==> src/logic/epsw_defs.svh <==
// Constants of the encoder position status word block
`ifndef EPSW_DEFS_SVH
`define EPSW_DEFS_SVH

// Attribute numbers
`define EPSW_ATTR_INDEX   8'h6e
`define EPSW_ATTR_CHAN    8'h6f
`define EPSW_ATTR_STATUS  8'h70

// Read-only attribute values (index value is arbitrary)
`define EPSW_INDEX_VAL    8'h00
`define EPSW_CHAN_VAL     8'h01

// Status word bit positions
`define EPSW_B_GROUP      0
`define EPSW_B_FAULT      1
`define EPSW_B_UPPER      2
`define EPSW_B_LOWER      3
`define EPSW_B_PARAM      4
`define EPSW_B_SUSP       7
`define EPSW_B_EQ1        8
`define EPSW_B_FLAG1      9
`define EPSW_B_GE1        10
`define EPSW_B_EQ2        11
`define EPSW_B_FLAG2      12
`define EPSW_B_GE2        13
`define EPSW_B_DOWN       14
`define EPSW_B_UP         15

// Position width and link timing
`define EPSW_POS_W        24
`define EPSW_CLK_NS       40
`define EPSW_HALF_NS      160
`define EPSW_PAUSE_NS     30000
`define EPSW_HALF_CYC     ((`EPSW_HALF_NS + `EPSW_CLK_NS - 1) / `EPSW_CLK_NS)
`define EPSW_PAUSE_CYC    ((`EPSW_PAUSE_NS + `EPSW_CLK_NS - 1) / `EPSW_CLK_NS)

`endif

==> src/logic/epsw_pkg.sv <==
// Types of the encoder position status word block
`include "epsw_defs.svh"

package epsw_pkg;

  typedef enum logic [1:0] {
    ST_IDLE,
    ST_LO,
    ST_HI
  } epsw_state_e;

  typedef logic [`EPSW_POS_W-1:0] epsw_pos_t;

  typedef struct packed {
    epsw_state_e state;
    logic [15:0] cnt;
    logic [5:0]  bits;
    epsw_pos_t   shreg;
    epsw_pos_t   encoder_position_value;
    logic        have_pos;
    logic        fault;
    logic        dir_up;
    logic        dir_dn;
    logic        sclk;
    logic        din_meta;
    logic        din_sync;
    logic        rd_valid;
    logic        rd_err;
    logic [15:0] rd_data;
  } epsw_main_s;

  typedef struct packed {
    logic eq;
    logic ge;
    logic flag;
  } epsw_cmp_s;

endpackage

==> src/logic/epsw_cmp.sv <==
// Position comparator with equal, greater-or-equal and sticky match flag
`timescale 1ns/100ps
`default_nettype none

module epsw_cmp
  import epsw_pkg::*;
(
  // Clock and reset
  input  wire logic      clk_i,
  input  wire logic      rst_i,
  // Operands
  input  wire logic      valid_i,
  input  wire epsw_pos_t pos_i,
  input  wire epsw_pos_t cmp_i,
  input  wire logic      clr_i,
  // Results
  output logic           eq_o,
  output logic           ge_o,
  output logic           flag_o
);

  epsw_cmp_s s;
  epsw_cmp_s next_s;

  always_comb begin
    next_s      = s;
    next_s.eq   = valid_i && (pos_i == cmp_i);
    next_s.ge   = valid_i && (pos_i >= cmp_i);
    // Set wins over a clear in the same cycle
    if (clr_i) begin
      next_s.flag = 1'b0;
    end
    if (next_s.eq) begin
      next_s.flag = 1'b1;
    end
  end

  always_ff @(posedge clk_i or posedge rst_i) begin
    if (rst_i) begin
      s <= '0;
    end else begin
      s <= next_s;
    end
  end

  assign eq_o   = s.eq;
  assign ge_o   = s.ge;
  assign flag_o = s.flag;

endmodule // epsw_cmp

`default_nettype wire

==> src/logic/epsw_status.sv <==
// Encoder polling and diagnostics status word with attribute read port
// Summary of operation
// RQ1: Bit 0 ORs all enabled status signals
// RQ2: Bit 1 flags faulty encoder line
// RQ3: Bit 2 set when position above upper bound
// RQ4: Bit 3 set when position below lower bound
// RQ5: Bit 4 reports parameter set fault
// RQ6: Bits 5 and 6 reserved, read zero
// RQ7: Poll cyclically, bit 7 zero when running
// RQ8: Stop or parameter fault suspends, sets bit 7
// RQ9: Bit 8 set while position equals compare one
// RQ10: Bit 9 sticky match one, host clears
// RQ11: Bit 10 position at least compare one
// RQ12: Bit 11 set while position equals compare two
// RQ13: Read-only supported channel count
// RQ14: Bit 12 sticky match two, host clears
// RQ15: Bit 13 position at least compare two
// RQ16: Bits 14 and 15 show travel direction
// RQ17: Status re-evaluated on each captured sample
`timescale 1ns/100ps
`default_nettype none
`include "epsw_defs.svh"

module epsw_status
  import epsw_pkg::*;
(
  // Clock and reset
  input  wire logic        clk_i,
  input  wire logic        rst_i,
  // Encoder link
  output logic             link_clk_o,
  input  wire logic        link_data_i,
  // Process and parameter control
  input  wire logic        stop_i,
  input  wire logic        parameter_fault_i,
  input  wire logic [15:1] enabled_status_signals_i,
  input  wire epsw_pos_t   upper_position_bound_i,
  input  wire epsw_pos_t   lower_position_bound_i,
  input  wire epsw_pos_t   first_compare_value_i,
  input  wire epsw_pos_t   second_compare_value_i,
  input  wire logic        clr_first_flag_i,
  input  wire logic        clr_second_flag_i,
  // Attribute read port
  input  wire logic        attr_rd_i,
  input  wire logic [7:0]  attr_num_i,
  output logic             attr_valid_o,
  output logic             attr_err_o,
  output logic [15:0]      attr_data_o
);

  epsw_main_s  s;
  epsw_main_s  next_s;
  logic        susp;
  logic        eq1;
  logic        ge1;
  logic        flag1;
  logic        eq2;
  logic        ge2;
  logic        flag2;
  logic [15:0] word;
  epsw_pos_t   sample;

  assign susp   = stop_i || parameter_fault_i; // RQ8
  assign sample = {s.shreg[`EPSW_POS_W-2:0], s.din_sync};

  epsw_cmp u_cmp1 (
    .clk_i   (clk_i),
    .rst_i   (rst_i),
    .valid_i (s.have_pos),
    .pos_i   (s.encoder_position_value),
    .cmp_i   (first_compare_value_i),
    .clr_i   (clr_first_flag_i),
    .eq_o    (eq1),
    .ge_o    (ge1),
    .flag_o  (flag1)
  );

  epsw_cmp u_cmp2 (
    .clk_i   (clk_i),
    .rst_i   (rst_i),
    .valid_i (s.have_pos),
    .pos_i   (s.encoder_position_value),
    .cmp_i   (second_compare_value_i),
    .clr_i   (clr_second_flag_i),
    .eq_o    (eq2),
    .ge_o    (ge2),
    .flag_o  (flag2)
  );

  always_comb begin
    word                 = 16'h0000;
    word[`EPSW_B_FAULT]  = s.fault; // RQ2
    word[`EPSW_B_UPPER]  = s.have_pos
                           && (s.encoder_position_value > upper_position_bound_i); // RQ3
    word[`EPSW_B_LOWER]  = s.have_pos
                           && (s.encoder_position_value < lower_position_bound_i); // RQ4
    word[`EPSW_B_PARAM]  = parameter_fault_i; // RQ5
    word[`EPSW_B_SUSP]   = susp; // RQ7
    word[`EPSW_B_EQ1]    = eq1; // RQ9
    word[`EPSW_B_FLAG1]  = flag1; // RQ10
    word[`EPSW_B_GE1]    = ge1; // RQ11
    word[`EPSW_B_EQ2]    = eq2; // RQ12
    word[`EPSW_B_FLAG2]  = flag2; // RQ14
    word[`EPSW_B_GE2]    = ge2; // RQ15
    word[`EPSW_B_DOWN]   = s.dir_dn; // RQ16
    word[`EPSW_B_UP]     = s.dir_up; // RQ16
    // Bits 5 and 6 stay zero
    word[`EPSW_B_GROUP]  = |(word[15:1] & enabled_status_signals_i); // RQ1 RQ6
  end

  always_comb begin
    next_s          = s;
    next_s.din_meta = link_data_i;
    next_s.din_sync = s.din_meta;
    next_s.rd_valid = attr_rd_i;
    next_s.rd_err   = 1'b0;
    next_s.rd_data  = 16'h0000;
    if (attr_rd_i) begin
      case (attr_num_i)
        `EPSW_ATTR_INDEX:  next_s.rd_data = {8'h00, `EPSW_INDEX_VAL};
        `EPSW_ATTR_CHAN:   next_s.rd_data = {8'h00, `EPSW_CHAN_VAL}; // RQ13
        `EPSW_ATTR_STATUS: next_s.rd_data = word;
        default:           next_s.rd_err  = 1'b1;
      endcase
    end
    case (s.state)
      ST_IDLE: begin
        next_s.sclk = 1'b1;
        if (s.cnt != 16'h0000) begin
          next_s.cnt = s.cnt - 16'h0001;
        end else if (!susp) begin // RQ7 RQ8
          if (!s.din_sync) begin
            // Idle line must sit high; low means broken cable
            next_s.fault = 1'b1; // RQ2
            next_s.cnt   = 16'(`EPSW_PAUSE_CYC - 1);
          end else begin
            next_s.state = ST_LO;
            next_s.sclk  = 1'b0;
            next_s.cnt   = 16'(`EPSW_HALF_CYC - 1);
            next_s.bits  = 6'(`EPSW_POS_W);
          end
        end
      end
      ST_LO: begin
        if (s.cnt != 16'h0000) begin
          next_s.cnt = s.cnt - 16'h0001;
        end else begin
          next_s.state = ST_HI;
          next_s.sclk  = 1'b1;
          next_s.cnt   = 16'(`EPSW_HALF_CYC - 1);
        end
      end
      ST_HI: begin
        if (s.cnt != 16'h0000) begin
          next_s.cnt = s.cnt - 16'h0001;
        end else begin
          // Sample just before the next falling edge for settled data
          next_s.shreg = sample;
          next_s.bits  = s.bits - 6'h01;
          if (s.bits == 6'h01) begin
            next_s.encoder_position_value = sample; // RQ17
            next_s.have_pos = 1'b1;
            next_s.fault    = 1'b0;
            next_s.dir_up   = s.have_pos && (sample > s.encoder_position_value); // RQ16
            next_s.dir_dn   = s.have_pos && (sample < s.encoder_position_value); // RQ16
            next_s.state    = ST_IDLE;
            next_s.cnt      = 16'(`EPSW_PAUSE_CYC - 1);
          end else begin
            next_s.state = ST_LO;
            next_s.sclk  = 1'b0;
            next_s.cnt   = 16'(`EPSW_HALF_CYC - 1);
          end
        end
      end
      default: begin
        next_s.state = ST_IDLE;
        next_s.sclk  = 1'b1;
      end
    endcase
  end

  always_ff @(posedge clk_i or posedge rst_i) begin
    if (rst_i) begin
      s          <= '0;
      s.sclk     <= 1'b1;
      // Sync flops start at the idle line level, else a false fault follows reset
      s.din_meta <= 1'b1;
      s.din_sync <= 1'b1;
    end else begin
      s <= next_s;
    end
  end

  assign link_clk_o   = s.sclk;
  assign attr_valid_o = s.rd_valid;
  assign attr_err_o   = s.rd_err;
  assign attr_data_o  = s.rd_data;

  status_read_a: assert property (@(posedge clk_i) disable iff (rst_i) // RQ1
    attr_rd_i && attr_num_i == `EPSW_ATTR_STATUS |=> attr_valid_o && attr_data_o == $past(word))
    else $error("status read returned wrong word");

  group_bit_a: assert property (@(posedge clk_i) disable iff (rst_i) // RQ1
    (s.fault && enabled_status_signals_i[`EPSW_B_FAULT]) |-> word[`EPSW_B_GROUP])
    else $error("group bit missing");

  line_fault_a: assert property (@(posedge clk_i) disable iff (rst_i) // RQ2
    s.state == ST_IDLE && s.cnt == 16'h0000 && !susp && !s.din_sync |=> s.fault)
    else $error("line fault not flagged");

  limit_bits_a: assert property (@(posedge clk_i) disable iff (rst_i) // RQ3
    s.have_pos |-> word[`EPSW_B_UPPER] == (s.encoder_position_value > upper_position_bound_i)
                && word[`EPSW_B_LOWER] == (s.encoder_position_value < lower_position_bound_i))
    else $error("limit bit wrong");

  reserved_bits_a: assert property (@(posedge clk_i) disable iff (rst_i) // RQ6
    word[6:5] == 2'b00)
    else $error("reserved bits set");

  suspend_hold_a: assert property (@(posedge clk_i) disable iff (rst_i) // RQ8
    s.state == ST_IDLE && susp |=> s.state == ST_IDLE && link_clk_o)
    else $error("link ran while suspended");

  equal_one_a: assert property (@(posedge clk_i) disable iff (rst_i) // RQ9
    s.have_pos && $stable(s.encoder_position_value) && $stable(first_compare_value_i)
    && s.encoder_position_value == first_compare_value_i |=> eq1 && flag1)
    else $error("compare one match missed");

  sticky_one_a: assert property (@(posedge clk_i) disable iff (rst_i) // RQ10
    flag1 && !clr_first_flag_i |=> flag1)
    else $error("sticky flag one lost");

  sticky_two_a: assert property (@(posedge clk_i) disable iff (rst_i) // RQ14
    flag2 && !clr_second_flag_i |=> flag2)
    else $error("sticky flag two lost");

  chan_read_a: assert property (@(posedge clk_i) disable iff (rst_i) // RQ13
    attr_rd_i && attr_num_i == `EPSW_ATTR_CHAN |=> attr_data_o == {8'h00, `EPSW_CHAN_VAL})
    else $error("channel count wrong");

  direction_a: assert property (@(posedge clk_i) disable iff (rst_i) // RQ16
    !(s.dir_up && s.dir_dn))
    else $error("both directions set");

  capture_a: assert property (@(posedge clk_i) disable iff (rst_i) // RQ17
    s.state == ST_HI && s.cnt == 16'h0000 && s.bits == 6'h01
    |=> s.have_pos && s.state == ST_IDLE && s.encoder_position_value == $past(sample))
    else $error("sample not captured");

endmodule // epsw_status

`default_nettype wire

==> config.mk <==
export PLATFORM = sky130hd
export DESIGN_NAME = epsw_status
export DESIGN_NICKNAME = d
export VERILOG_FILES = /design/src/logic/epsw_pkg.sv /design/src/logic/epsw_cmp.sv /design/src/logic/epsw_status.sv
export VERILOG_INCLUDE_DIRS = /design/src /design/src/logic
export SDC_FILE = /design/constraint.sdc
export NUM_CORES = 1
export LEC_CHECK = 0
export BUFFER_PORTS_ARGS = -buffer_cell sky130_fd_sc_hd__buf_2
export CORE_ASPECT_RATIO = 0.5
export CORE_UTILIZATION = 50
export CTS_CLUSTER_SIZE = 10
export DETAILED_ROUTE_END_ITERATION = 6
export MAX_ROUTING_LAYER = met4
export PLACE_DENSITY = 0.73
export RECOVER_POWER = 25
export REMOVE_ABC_BUFFERS = 1
export SLEW_MARGIN = 30
export SYNTH_ARGS = -nofsm -noshare
export SYNTH_HDL_FRONTEND = slang
export SYNTH_SLANG_ARGS = --single-unit
==> constraint.sdc <==
create_clock -name clk_i -period 3.9 [get_ports clk_i]
set_clock_uncertainty 0.05 [all_clocks]
set_input_delay 0.585 -clock clk_i [delete_from_list [all_inputs] [get_ports clk_i]]
set_output_delay 0.585 -clock clk_i [all_outputs]
set_load 0.01 [all_outputs]
==> results.yml <==
critical_path:
  r2r_end: "s[84]$_DFFE_PP0P_"
  critPathMaxFanout: 16
  rr_worst_depth: 8
  reg2reg_slack_ns: 1.04
  cp-startpoint: "s[79]$_DFFE_PP0P_"
  start_kind: "flop"
  cp-endpoint: "s[84]$_DFFE_PP0P_"
  cp-end-kind: "flop"
  arrival_ns: 3.04
  timing.rr.start: "s[79]$_DFFE_PP0P_"
  path_class: "reg2reg"
  crit_required_ns: 4.09
grt:
  grt_max_degree: 69
  antenna_found_initial: 0
  grt.total_usage_pct: 23.7
  first_global_vias: 5762
  overflow: 0
  grt_pass1_wl_um: 27700
route:
  route.top_layer_used: "met4"
  detail-route-antenna-nets: 0
  via_count: 6210
  wl_um: 17100
  drt-initial-drc-count: 342
  via_per_inst: 5.41
  wl_per_cell_um: 14.9
  wl_met1_um: 8330
  route.detailed.drc: 0
  wl_met3_um: 1040
  dr.pass1.iters: 5
  wl_met2_um: 7540
sta:
  setup_viol: 0
  max_freq_mhz: 350
  post-route-min-period_ns: 2.86
  finalHoldViolCount: 0
  maxSlewViolCount: 69
  tightest_slew_ns: 2.45
  max_slew_margin_pct: -63.5
  setup_tns_ns: 0
  hold_ws_ns: 0.275
  fin_crit_sh_pct: 73.2
  grt_setup_unrepaired: "no"
  worst_slack_ns: 1.04
yosys:
  ys_seq_area_share_pct: 33.8
  synth_most_common_cell: "inv_1"
  ys_top_cells_by_count: "131 x inv_1, 126 x ha_1, 97 x dfrtp_1"
  ys_ff_latch: 100
  netlist_instances: 818
  synth_area_leaders: "dfrtp_1 33%, ha_1 21%, inv_1 6.6%"
  synth_top_cell_by_area: "dfrtp_1"
  yosys.area.top_type_share_pct: 32.7
  synth_warnings: 0
  avgSynthCellArea_um2: 9.08
  synthDistinctLibCells: 67
  synthArstFlopShare_pct: 100
  ys.flop_type: "dfrtp_1"
  synth-edff-count: 0
  synth_area_um2: 7420
run_status:
  violations: "max-capacitance violations, max-slew violations"
  status: "finished, violations left"
clock_network:
  cts_setup_buffers: 0
  path_clk_slew_ns: 0.07
  clk_latency_ns: 0.35
  cts_resized: 0
  cts-root-buf: "clkbuf_16"
  cts_sinks: 100
  hold_buffers: 0
  cts_max_level: 3
  cts_tree: "done"
  cts_buffer_depth: 2
  numCtsBuffers: 9
floorplanning:
  die_w_um: 174
  start_util_pct: 51.3
  io_pins: 146
  core_um2: 14500
  dieHeight_um: 88.2
  die-area_um2: 15400
  num_rows: 31
placement:
  hpwl_um: 13800
  port_buffers: 141
  gp_congestion: 0.876
  post-place-ws_ns: 1.02
power:
  p_leak_nw: 4.68
  ir_worst_vdd_mv: 0.264
  p_per_area_nw_per_um2: 259
  p_total_mw: 2.21
finish:
  drive_above_1_share_pct: 21.1
  fillers: 1262
  syn_to_final_growth_pct: 15.0
  fin_nets: 1197
  diodes: 0
worst_hold_path:
  hp-class: "in2reg"
  worstHoldStart: "link_data_i"
flow_run:
  maxCapViolCount: 1
critical path, cell delays in order (launching register included):
cell and delay (ns):
dfrtp_1 0.36, inv_1 0.08, ha_1 0.24, nor2b_1 0.16
and4b_1 0.23, a41o_1 0.42, a21oi_1 0.84, a41oi_1 0.09
o22a_1 0.26
per-stage QoR:
stage	instances	util [%]	area (µm²)
floorplan	788	-	7220
global placement	1131	56.7	8210
detailed placement	1131	56.7	8210
CTS	1147	59.0	8540
global route	1147	59.0	8530
finish	1147	59.0	8530
layout by cell type (no fill, tap or decap), types with 13 or more instances in the layout:
cell type,netlist,layout
a21oi_1,51,51
ha_1,126,126
buf_2,6,140
a21o_1,13,13
inv_1,131,131
dfrtp_1,97,97
nor2_1,30,29
o21ai_0,56,56
nand4_1,31,31
nor3_1,17,17
mux2_2,24,24
nand2_1,70,70
worst min path at each step:
stage,end,slack [ns],depth (start not counted)
after floorplan,s[18]$_DFF_PP1_,0.30,0
after global placement,s[18]$_DFF_PP1_,0.30,0
after detailed placement,s[18]$_DFF_PP1_,0.30,0
after CTS,next_s[18]$_DFF_PP1_,0.27,1
after global routing,next_s[18]$_DFF_PP1_,0.27,1
final,next_s[18]$_DFF_PP1_,0.27,1
kinds of logic (layout without fill, tap and decap cells):
logic type                 Yosys count  after routing  share of synthesized area (%)
other                                1              2                         0.0505
muxes                               27             27                           4.05
buffers and inverters              162            292                           9.46
and+or+nand+nor                    222            222                           16.0
xor gates and xnor gates             8              8                          0.944
adders and majority gates          126            126                           21.2
AOI/OAI and AO/OA                  172            172                           14.5
DFF                                100            100                           33.8
flip-flops by register name, indices dropped and copies added (netlist names):
| register | cells |
|---|---|
| s | 76 |
| attr_data_o | 14 |
| attr_err_o | 1 |
| attr_valid_o | 1 |
| link_clk_o | 1 |
| next_s | 1 |
| u_cmp1.eq_o | 1 |
| u_cmp1.flag_o | 1 |
| u_cmp1.ge_o | 1 |
| u_cmp2.eq_o | 1 |
| u_cmp2.flag_o | 1 |
| u_cmp2.ge_o | 1 |
where the power goes:
group,internal (mW),switching (mW),leakage [nW]
Combinational,0.0823,0.0953,3.18
Clock,0.585,0.403,0.160
Sequential,1.04,0.00113,1.35
metal layers:
metal / up-vias / track usage [%]
met5: - / -
met4: 0 / 5.34
met3: 12 / 4.38
met2: 164 / 36.5
met1: 2926 / 32.5
li1: 3108 / -
layout make-up:
type	count	area, µm²	share of cell area [%]
Clock buffer	10	239	2.80
Clock inverter	6	93.8	1.10
Inverter	131	492	5.76
Multi-Input combinational cell	557	4220	49.5
Sequential cell	100	2510	29.4
Tap cell	198	248	2.90
Timing Repair Buffer	145	734	8.61
Note: power is estimated with default switching activity, not from simulation.
